### src/fault_gating_pkg.sv
// Constants, field positions and types shared by the control flag block.
// Assumes a single core clock and that every request comes from same-clock logic.
//
// Overview of operation
// - Floating-point op faults unavailable if fpu-absent or task-switched set.
// - Sync op faults unavailable only when monitor and task-switched flags both set.
// - Task switch sets the task-switched flag and requests a translation flush; no state is saved here.
// - Clear-task-flag op resets the task-switched flag.
// - Packed-integer ops fault illegal-opcode while fpu-absent is set.
// - Vector ops fault illegal-opcode while fpu-absent is set; nine exempt ops pass.
// - Protection enable selects protected mode; paging needs protection and paging on.
// - Root-table cache flags apply only under plain 32-bit paging.
// - V86 extensions flag enables redirection extensions.
// - Protected virtual interrupt flag enables virtual interrupt support.
// - Counter-read lock limits timestamp reads to level 0.
// - Debug alias trap faults references to debug registers four and five.
// - Large page enable allows 4-MByte pages under 32-bit paging.
// - Wide physical address flag allows addresses beyond 32 bits.
// - Machine-check exception delivered only while its enable is set.
// - Global page keep preserves global translations across flushes.
// - Performance counter read open at any level only while flag set.
// - Os-extended-state set: extended save includes vector state, vectors run.
// - Os-extended-state clear: non-exempt vector ops fault illegal-opcode.
// - Setting paging on with protection off raises protection fault.
// - Control register access in protected mode only at level 0.

package fault_gating_pkg;

  localparam int unsigned DATA_W = 32;

  // System control flag positions.
  localparam int unsigned PROT_EN_BIT    = 0;
  localparam int unsigned MON_COPROC_BIT = 1;
  localparam int unsigned FPU_ABSENT_BIT = 2;
  localparam int unsigned TASK_SW_BIT    = 3;
  localparam int unsigned PAGING_ON_BIT  = 31;

  // Paging root pointer positions.
  localparam int unsigned ROOT_WT_BIT = 3;
  localparam int unsigned ROOT_NC_BIT = 4;

  // Extension control flag positions.
  localparam int unsigned V86_EXT_BIT    = 0;
  localparam int unsigned PROT_VIRQ_BIT  = 1;
  localparam int unsigned CNT_LOCK_BIT   = 2;
  localparam int unsigned DBG_TRAP_BIT   = 3;
  localparam int unsigned LARGE_PAGE_BIT = 4;
  localparam int unsigned WIDE_PHYS_BIT  = 5;
  localparam int unsigned HW_CHECK_BIT   = 6;
  localparam int unsigned GLOBAL_KEEP_BIT = 7;
  localparam int unsigned PERF_OPEN_BIT  = 8;
  localparam int unsigned OS_EXT_BIT     = 9;
  localparam int unsigned CTX_ID_BIT     = 17;

  // Writable bits; the rest keep their previous value.
  localparam logic [31:0] SYS_CTL_WMASK  = 32'h8000_000f;
  localparam logic [31:0] ROOT_PTR_WMASK = 32'hffff_f018;
  localparam logic [31:0] EXT_CTL_WMASK  = 32'h0002_03ff;

  localparam logic [31:0] SYS_CTL_RESET  = 32'h0000_0000;
  localparam logic [31:0] ROOT_PTR_RESET = 32'h0000_0000;
  localparam logic [31:0] EXT_CTL_RESET  = 32'h0000_0000;

  localparam logic [2:0] DBG_REG_FOUR  = 3'h4;
  localparam logic [2:0] DBG_REG_FIVE  = 3'h5;
  localparam logic [2:0] DBG_ALIAS_OFS = 3'h2;

  typedef enum logic [1:0] {SEL_SYS, SEL_ROOT, SEL_EXT, SEL_NONE} cr_sel_t;

  typedef enum logic [3:0] {
    IC_OTHER, IC_FPU, IC_FPU_SYNC, IC_PACKED_INT, IC_VECTOR, IC_VECTOR_EXEMPT,
    IC_TIMESTAMP, IC_TIMESTAMP_AUX, IC_PERF_READ, IC_DEBUG_REF, IC_CR_READ,
    IC_CR_WRITE, IC_CLEAR_TASK, IC_EXT_SAVE, IC_EXT_LOAD
  } instr_class_t;

endpackage : fault_gating_pkg
### src/control_flag_fault_gating.sv
// Control flag registers and instruction fault gating.
// Assumes one request per cycle from the decode stage on the same clock,
// and single-cycle event pulses for task switch and machine check.
`timescale 1ns/10ps

module control_flag_fault_gating
  import fault_gating_pkg::*;
#(
  parameter bit AUX_TS_PRESENT = 1'b1
) (
  input  wire logic                           clock_i,
  input  wire logic                           rst_n_i,
  input  wire logic                           instr_valid_i,
  input  wire fault_gating_pkg::instr_class_t instr_class_i,
  input  wire logic [1:0]                     cpl_i,
  input  wire fault_gating_pkg::cr_sel_t      cr_sel_i,
  input  wire logic [31:0]                    wr_data_i,
  input  wire logic [2:0]                     dbg_idx_i,
  input  wire logic                           task_switch_i,
  input  wire logic                           hw_check_i,
  output logic                                done_o,
  output logic                                fpu_unavailable_fault_o,
  output logic                                illegal_op_fault_o,
  output logic                                protection_fault_o,
  output logic [31:0]                         rd_data_o,
  output logic [2:0]                          dbg_index_o,
  output logic                                protected_mode_o,
  output logic                                paging_active_o,
  output logic                                root_fetch_nocache_o,
  output logic                                root_fetch_wt_o,
  output logic                                v86_ext_o,
  output logic                                prot_virq_o,
  output logic                                large_page_o,
  output logic                                wide_phys_o,
  output logic                                ext_state_vector_o,
  output logic                                tlb_flush_o,
  output logic                                keep_global_o,
  output logic                                hw_check_exc_o
);

  // ------------------------------------------------------------------
  // Helpers
  // ------------------------------------------------------------------

  function automatic logic [31:0] merge(input logic [31:0] old_v,
                                        input logic [31:0] new_v,
                                        input logic [31:0] mask);
    merge = (new_v & mask) | (old_v & ~mask);
  endfunction : merge

  // ------------------------------------------------------------------
  // Declarations
  // ------------------------------------------------------------------

  logic [31:0] system_control_flags;
  logic [31:0] paging_root_pointer;
  logic [31:0] extension_control_flags;
  logic [31:0] next_sys;
  logic [31:0] next_root;
  logic [31:0] next_ext;
  logic        ud;
  logic        nm;
  logic        gp;
  logic        commit;
  logic        cr_write;
  logic        root_write;
  logic        next_paging;
  logic        plain_paging;

  // ------------------------------------------------------------------
  // Fault decision
  // ------------------------------------------------------------------

  fault_classifier #(
    .AUX_TS_PRESENT (AUX_TS_PRESENT)
  ) i_fault_classifier (
    .cls_i     (instr_class_i),
    .cpl_i     (cpl_i),
    .sel_i     (cr_sel_i),
    .dbg_idx_i (dbg_idx_i),
    .wr_data_i (wr_data_i),
    .sys_i     (system_control_flags),
    .ext_i     (extension_control_flags),
    .ud_o      (ud),
    .nm_o      (nm),
    .gp_o      (gp)
  );

  // A faulting request never reaches the commit term, so nothing
  // below changes state for it.
  assign commit = instr_valid_i && !ud && !nm && !gp;
  assign cr_write = commit && (instr_class_i == IC_CR_WRITE);
  assign root_write = cr_write && (cr_sel_i == SEL_ROOT);

  // ------------------------------------------------------------------
  // Next register values
  // ------------------------------------------------------------------

  always_comb begin
    next_sys = system_control_flags;
    if (cr_write && cr_sel_i == SEL_SYS) begin
      next_sys = merge(system_control_flags, wr_data_i, SYS_CTL_WMASK);
    end
    if (commit && instr_class_i == IC_CLEAR_TASK) begin
      next_sys[TASK_SW_BIT] = 1'b0;
    end
    // The switch event is applied last so it wins over a clear.
    if (task_switch_i) begin
      next_sys[TASK_SW_BIT] = 1'b1;
    end
  end

  always_comb begin
    next_root = paging_root_pointer;
    if (root_write) begin
      next_root = merge(paging_root_pointer, wr_data_i, ROOT_PTR_WMASK);
    end
  end

  always_comb begin
    next_ext = extension_control_flags;
    if (cr_write && cr_sel_i == SEL_EXT) begin
      next_ext = merge(extension_control_flags, wr_data_i, EXT_CTL_WMASK);
    end
  end

  assign next_paging = next_sys[PROT_EN_BIT] && next_sys[PAGING_ON_BIT];

  // Root cache flags matter only without wide addressing or context ids.
  assign plain_paging = next_paging && !next_ext[WIDE_PHYS_BIT] &&
                        !next_ext[CTX_ID_BIT];

  // ------------------------------------------------------------------
  // Control registers
  // ------------------------------------------------------------------

  always_ff @(posedge clock_i or negedge rst_n_i) begin
    if (!rst_n_i) begin
      system_control_flags <= SYS_CTL_RESET;
    end else begin
      system_control_flags <= next_sys;
    end
  end

  always_ff @(posedge clock_i or negedge rst_n_i) begin
    if (!rst_n_i) begin
      paging_root_pointer <= ROOT_PTR_RESET;
    end else begin
      paging_root_pointer <= next_root;
    end
  end

  always_ff @(posedge clock_i or negedge rst_n_i) begin
    if (!rst_n_i) begin
      extension_control_flags <= EXT_CTL_RESET;
    end else begin
      extension_control_flags <= next_ext;
    end
  end

  // ------------------------------------------------------------------
  // Completion and fault reporting
  // ------------------------------------------------------------------

  always_ff @(posedge clock_i or negedge rst_n_i) begin
    if (!rst_n_i) begin
      done_o                  <= 1'b0;
      fpu_unavailable_fault_o <= 1'b0;
      illegal_op_fault_o      <= 1'b0;
      protection_fault_o      <= 1'b0;
    end else begin
      done_o                  <= commit;
      fpu_unavailable_fault_o <= instr_valid_i && nm;
      illegal_op_fault_o      <= instr_valid_i && ud;
      protection_fault_o      <= instr_valid_i && gp;
    end
  end

  // ------------------------------------------------------------------
  // Register reads
  // ------------------------------------------------------------------

  always_ff @(posedge clock_i or negedge rst_n_i) begin
    if (!rst_n_i) begin
      rd_data_o <= 32'h0000_0000;
    end else if (commit && instr_class_i == IC_CR_READ) begin
      case (cr_sel_i)
        SEL_SYS: begin
          rd_data_o <= system_control_flags;
        end
        SEL_ROOT: begin
          rd_data_o <= paging_root_pointer;
        end
        SEL_EXT: begin
          rd_data_o <= extension_control_flags;
        end
        default: begin
          rd_data_o <= 32'h0000_0000;
        end
      endcase
    end
  end

  // ------------------------------------------------------------------
  // Debug register aliasing
  // ------------------------------------------------------------------

  // Untrapped references to four and five land on six and seven.
  always_ff @(posedge clock_i or negedge rst_n_i) begin
    if (!rst_n_i) begin
      dbg_index_o <= 3'h0;
    end else if (commit && instr_class_i == IC_DEBUG_REF) begin
      if (dbg_idx_i == DBG_REG_FOUR || dbg_idx_i == DBG_REG_FIVE) begin
        dbg_index_o <= dbg_idx_i + DBG_ALIAS_OFS;
      end else begin
        dbg_index_o <= dbg_idx_i;
      end
    end
  end

  // ------------------------------------------------------------------
  // Mode and paging outputs
  // ------------------------------------------------------------------

  always_ff @(posedge clock_i or negedge rst_n_i) begin
    if (!rst_n_i) begin
      protected_mode_o     <= 1'b0;
      paging_active_o      <= 1'b0;
      root_fetch_nocache_o <= 1'b0;
      root_fetch_wt_o      <= 1'b0;
    end else begin
      protected_mode_o     <= next_sys[PROT_EN_BIT];
      paging_active_o      <= next_paging;
      root_fetch_nocache_o <= plain_paging && next_root[ROOT_NC_BIT];
      root_fetch_wt_o      <= plain_paging && next_root[ROOT_WT_BIT];
    end
  end

  always_ff @(posedge clock_i or negedge rst_n_i) begin
    if (!rst_n_i) begin
      v86_ext_o          <= 1'b0;
      prot_virq_o        <= 1'b0;
      large_page_o       <= 1'b0;
      wide_phys_o        <= 1'b0;
      ext_state_vector_o <= 1'b0;
    end else begin
      v86_ext_o          <= next_ext[V86_EXT_BIT];
      prot_virq_o        <= next_ext[PROT_VIRQ_BIT];
      large_page_o       <= next_ext[LARGE_PAGE_BIT];
      wide_phys_o        <= next_ext[WIDE_PHYS_BIT];
      ext_state_vector_o <= next_ext[OS_EXT_BIT];
    end
  end

  // ------------------------------------------------------------------
  // Translation flush
  // ------------------------------------------------------------------

  // Keep is sampled with the current flag; a write that changes it in
  // the same cycle as a flush affects only later flushes.
  always_ff @(posedge clock_i or negedge rst_n_i) begin
    if (!rst_n_i) begin
      tlb_flush_o   <= 1'b0;
      keep_global_o <= 1'b0;
    end else begin
      tlb_flush_o   <= task_switch_i || root_write;
      keep_global_o <= extension_control_flags[GLOBAL_KEEP_BIT];
    end
  end

  // ------------------------------------------------------------------
  // Machine check gating
  // ------------------------------------------------------------------

  always_ff @(posedge clock_i or negedge rst_n_i) begin
    if (!rst_n_i) begin
      hw_check_exc_o <= 1'b0;
    end else begin
      hw_check_exc_o <= hw_check_i && extension_control_flags[HW_CHECK_BIT];
    end
  end

endmodule : control_flag_fault_gating

### src/fault_classifier.sv
// Combinational fault decision for one instruction.
// Assumes flags are the committed register values of the enclosing block.
`timescale 1ns/10ps

module fault_classifier
  import fault_gating_pkg::*;
#(
  parameter bit AUX_TS_PRESENT = 1'b1
) (
  input  wire fault_gating_pkg::instr_class_t cls_i,
  input  wire logic [1:0]                     cpl_i,
  input  wire fault_gating_pkg::cr_sel_t      sel_i,
  input  wire logic [2:0]                     dbg_idx_i,
  input  wire logic [31:0]                    wr_data_i,
  input  wire logic [31:0]                    sys_i,
  input  wire logic [31:0]                    ext_i,
  output logic                                ud_o,
  output logic                                nm_o,
  output logic                                gp_o
);

  function automatic logic low_priv(input logic pe, input logic [1:0] cpl);
    low_priv = pe && (cpl != 2'h0);
  endfunction : low_priv

  logic em;
  logic ts;
  logic pe;

  assign em = sys_i[FPU_ABSENT_BIT];
  assign ts = sys_i[TASK_SW_BIT];
  assign pe = sys_i[PROT_EN_BIT];

  always_comb begin
    ud_o = 1'b0;
    nm_o = 1'b0;
    gp_o = 1'b0;
    case (cls_i)
      IC_FPU, IC_EXT_SAVE, IC_EXT_LOAD: begin
        nm_o = em || ts;
      end
      IC_FPU_SYNC: begin
        nm_o = sys_i[MON_COPROC_BIT] && ts;
      end
      IC_PACKED_INT: begin
        ud_o = em;
        nm_o = !em && ts;
      end
      IC_VECTOR: begin
        ud_o = em || !ext_i[OS_EXT_BIT];
        nm_o = !ud_o && ts;
      end
      IC_TIMESTAMP, IC_TIMESTAMP_AUX: begin
        ud_o = (cls_i == IC_TIMESTAMP_AUX) && !AUX_TS_PRESENT;
        gp_o = !ud_o && ext_i[CNT_LOCK_BIT] && (cpl_i != 2'h0);
      end
      IC_PERF_READ: begin
        gp_o = !ext_i[PERF_OPEN_BIT] && (cpl_i != 2'h0);
      end
      IC_DEBUG_REF: begin
        ud_o = ext_i[DBG_TRAP_BIT] &&
               (dbg_idx_i == DBG_REG_FOUR || dbg_idx_i == DBG_REG_FIVE);
      end
      IC_CR_READ: begin
        ud_o = (sel_i == SEL_NONE);
        gp_o = !ud_o && low_priv(pe, cpl_i);
      end
      IC_CR_WRITE: begin
        ud_o = (sel_i == SEL_NONE);
        gp_o = !ud_o && (low_priv(pe, cpl_i) ||
               (sel_i == SEL_SYS && wr_data_i[PAGING_ON_BIT] &&
                !wr_data_i[PROT_EN_BIT]));
      end
      IC_CLEAR_TASK: begin
        gp_o = low_priv(pe, cpl_i);
      end
      default: begin
        ud_o = 1'b0;
      end
    endcase
  end

endmodule : fault_classifier

### config.mk
export PLATFORM = sky130hd
export DESIGN_NAME = control_flag_fault_gating
export DESIGN_NICKNAME = d
export VERILOG_FILES = /design/src/fault_gating_pkg.sv /design/src/control_flag_fault_gating.sv /design/src/fault_classifier.sv
export SDC_FILE = /design/constraint.sdc
export NUM_CORES = 1
export LEC_CHECK = 0
export ABC_AREA = 1
export BUFFER_PORTS_ARGS = -buffer_cell sky130_fd_sc_hd__buf_2
export CORE_ASPECT_RATIO = 1.25
export CORE_MARGIN = 4
export CORE_UTILIZATION = 50
export DETAILED_ROUTE_END_ITERATION = 8
export PLACE_DENSITY = 0.89
export SYNTH_ARGS = -nofsm -noshare
export SYNTH_HDL_FRONTEND = slang
export SYNTH_SLANG_ARGS = --single-unit
### constraint.sdc
create_clock -name clock_i -period 2.15 [get_ports clock_i]
set_input_delay 0.3225 -clock clock_i [delete_from_list [all_inputs] [get_ports clock_i]]
set_output_delay 0.3225 -clock clock_i [all_outputs]
set_load 0.01 [all_outputs]
==> results.ini <==
[outcome]
outcome=finished clean

[global_routing]
grt_pass1_vias=2915
grt_pass1_wl_um=13500
gr-usage-met3_pct=5.60
grt_overflow=0
grt.busiest_layer=met2
grt_use_met1_pct=22.0
antenna_found_initial=0
grtUsageTotal_pct=20.0
grt_max_degree=56
globalRouteMet2Util_pct=36.9

[sta]
fin_crit_sh_pct=93.8
fmax_ghz=0.496
fin_skew_ps=8.13
finalSetupTns_ps=0
finalHoldViolations=0
worst_pin_slew_ps=605
layout_setup_ws_ps=133
setup_viol=0
period_needed_ps=2020
slew_violations=0
max_slew_margin_pct=59.6

[finish]
fin_util_pct=64.9
final_nets=532
postLayoutCellArea_sq_um=4530
stdcell_count=578
drive_gt1_share_pct=32.4
syn_to_final_growth_pct=26.5

[floorplan]
ioPinCount=99
row_count=34
die-area_sq_um=8580
die_h_um=103
start_util_pct=51.3
die_w_um=83.7
core_sq_um=6980

[power]
pwr-share-comb_pct=14.8
ir_drop_uv=497
power_density_nw_per_um2=832
p_seq_share_pct=47.0
power.switching_w=0.000945
power.internal_w=0.00282
leakagePower_nw=2.44
netSwitchingFraction_pct=25.1
pwr-share-clk_pct=38.2

[setup_path]
crit_required_ps=2370
critPathLaunchType=flop
crit_buf_inv=3
path_cells=inv_2 > nand2_1 > nand3_1 > nand2_1 > nor3_2 > nand3_2 > nor2_4 > buf_4 > nand3_4 > buf_12 > mux2_4
ff2ff_path_depth=11
cp.depth=11
crit_arrival_ps=2240
cpMaxStageDelayCell=dfrtp_1
path_max_fanout=20
cp-startpoint=system_control_flags[2]$_DFFE_PN0N_
r2r_setup_slack_ps=130
crit_type=reg -> reg
crit_family=simple AND/OR/NAND/NOR gates
endpoint_kind=flop
max_stage_delay_ps=420
crit_end=paging_root_pointer[20]$_DFFE_PN0P_
rr_startpoint=system_control_flags[2]$_DFFE_PN0N_
reg2reg_to=paging_root_pointer[20]$_DFFE_PN0P_
critPathMostFrequentCell=nand2_1

[route]
vias_per_cell=5.07
wl_um=8280
drtPass1Iterations=4
drc=0
drtAntennaViolNets=0
routedWlPerCell_um=14.3
drtIter0Drc=174
vias=2930

[cts]
cts_buffers=9
cts_tree=built
path_clk_slew_ps=80
cts-htree-levels=3
cts.path.max_buffers=2
cts-root-buf=clkbuf_8
clkLatencyLatePin_ps=340
clock_sinks=81

[yosys]
synthCells=373
synth.yosys.seq_area_share_pct=56.6
syn_avg_cell_area_sq_um=9.59
ys.warnings.count=0
synth.ff_latch_count=81
synth_cell_type_count=31
synth_area_sq_um=3580

[place]
dp_cells=556
dpl-instance-area_sq_um=4220
pre_cts_ws_ps=11.0
portBuffers=94
gp_congestion=0.843
hpwl_um=6150

[min_path]
hp-class=in -> reg
min_from=task_switch_i

[flow_run]
max_cap_viol_count=0

## synth_stat cells (all sizes together)
cell      n  area, sq um
nand2   113          424
dfrtp    81         2030
o21ai    42          210
inv      38          143
nor2     24          120
mux2     20          274
nand3    13         82.6
clkbuf    7         26.3
buf       6         53.8
nand4     6         52.6
a21oi     4         20.0
o22ai     4         25.0
o31ai     4         30.0
clkinv    2         7.51
ha        2         25.0
nand3b    2         15.0
a21boi    1         7.51
a22o      1         8.76
conb      1         3.75
nor3      1         10.0
o211ai    1         12.5
## placed cells by master (no fill, tap or decap), drive strengths merged, types with 2 or more instances in the layout
master    netlist  final
nand3          13     13
mux2           20     20
inv            38     37
bufinv          0      4
o31ai           4      4
clkinv          2      2
nand4           6      6
conb            1      2
o21ai          42     42
o22ai           4      4
ha              2      2
nand2         113    113
clkbuf          7     11
nor2           24     24
dfrtp          81     81
a21oi           4      4
buf             6    109
clkinvlp        0      2
nand3b          2      2
## power groups by stage
stage	Clock, W	Combinational [W]	Sequential (W)
6_report	0.00144	0.000559	0.00177
2_1_floorplan	0	0.000252	0.00184
3_3_place_gp	0	0.000538	0.00179
3_5_place_dp	0	0.000554	0.00180
4_1_cts	0.00146	0.000559	0.00177
5_1_grt	0.00152	0.000628	0.00179
## flip-flops by register name (all words and copies together) (netlist names)
register	flops
tlb_flush_o	1
extension_control_flags	11
paging_root_pointer	22
root_fetch_nocache_o	1
keep_global_o	1
system_control_flags	5
rd_data_o	30
done_o	1
hw_check_exc_o	1
protection_fault_o	1
dbg_index_o	3
paging_active_o	1
fpu_unavailable_fault_o	1
root_fetch_wt_o	1
illegal_op_fault_o	1
## layer usage
| layer | part of all wire [%] | up-vias | routed length (um) |
|---|---|---|---|
| met2 | 54 | 97 | 4450 |
| met4 | 2.1 | 0 | 175 |
| met3 | 6.3 | 11 | 520 |
| met5 | 0 | - | 0 |
| li1 | - | 1418 | - |
| met1 | 38 | 1404 | 3140 |
## cells by family after synthesis
logic type               count (synthesis)  share of synthesized area [%]
flip-flops                              81                           56.6
buffers and inverters                   53                           6.43
adder cells (fa/ha/maj)                  2                          0.699
AO/OA/AOI/OAI                           57                           8.78
AND/OR/NAND/NOR                        159                           19.7
multiplexers                            20                           7.66
other                                    1                          0.105
## tightest hold or removal path: cells and delay by family
family | cells | cell delay, ps
and+or+nand+nor | 1 | 50
buffers and inverters | 2 | 110
## layout make-up
type / count / area (sq um)
diodes: 1 / 2.50
well taps: 90 / 113
repair buffers: 110 / 646
fillers: 607 / 2450
flip-flops and latches: 81 / 2030
inverters: 40 / 154
multi-input cells: 240 / 1330
clock buffers: 11 / 131
clock inverters: 5 / 128
## repair_timing
action | 4_1_cts | 5_1_grt
setup endpoints to repair | 0 | 32
setup buffers | 0 | 4
gates resized for setup | 0 | 3
hold buffers | 1 | 0
endpoints found under the hold margin | 1 | 0
## worst min path at each step
stage,to,slack [ps],cells after the start
global placement,keep_global_o$_DFF_PN0_,360,1
CTS,tlb_flush_o$_DFF_PN0_,160,3
floorplan,dbg_index_o[0]$_DFFE_PN0P_,30,0
finish,tlb_flush_o$_DFF_PN0_,170,3
global route,tlb_flush_o$_DFF_PN0_,160,3
detailed placement,keep_global_o$_DFF_PN0_,370,1
## metrics by stage
stage	hold slack [ps]	total power, W
2_1_floorplan	26.9	0.00209
5_1_grt	161	0.00394
3_3_place_gp	358	0.00233
4_1_cts	162	0.00379
6_report	173	0.00377
3_5_place_dp	368	0.00235
(Power assumes the default switching activity.)
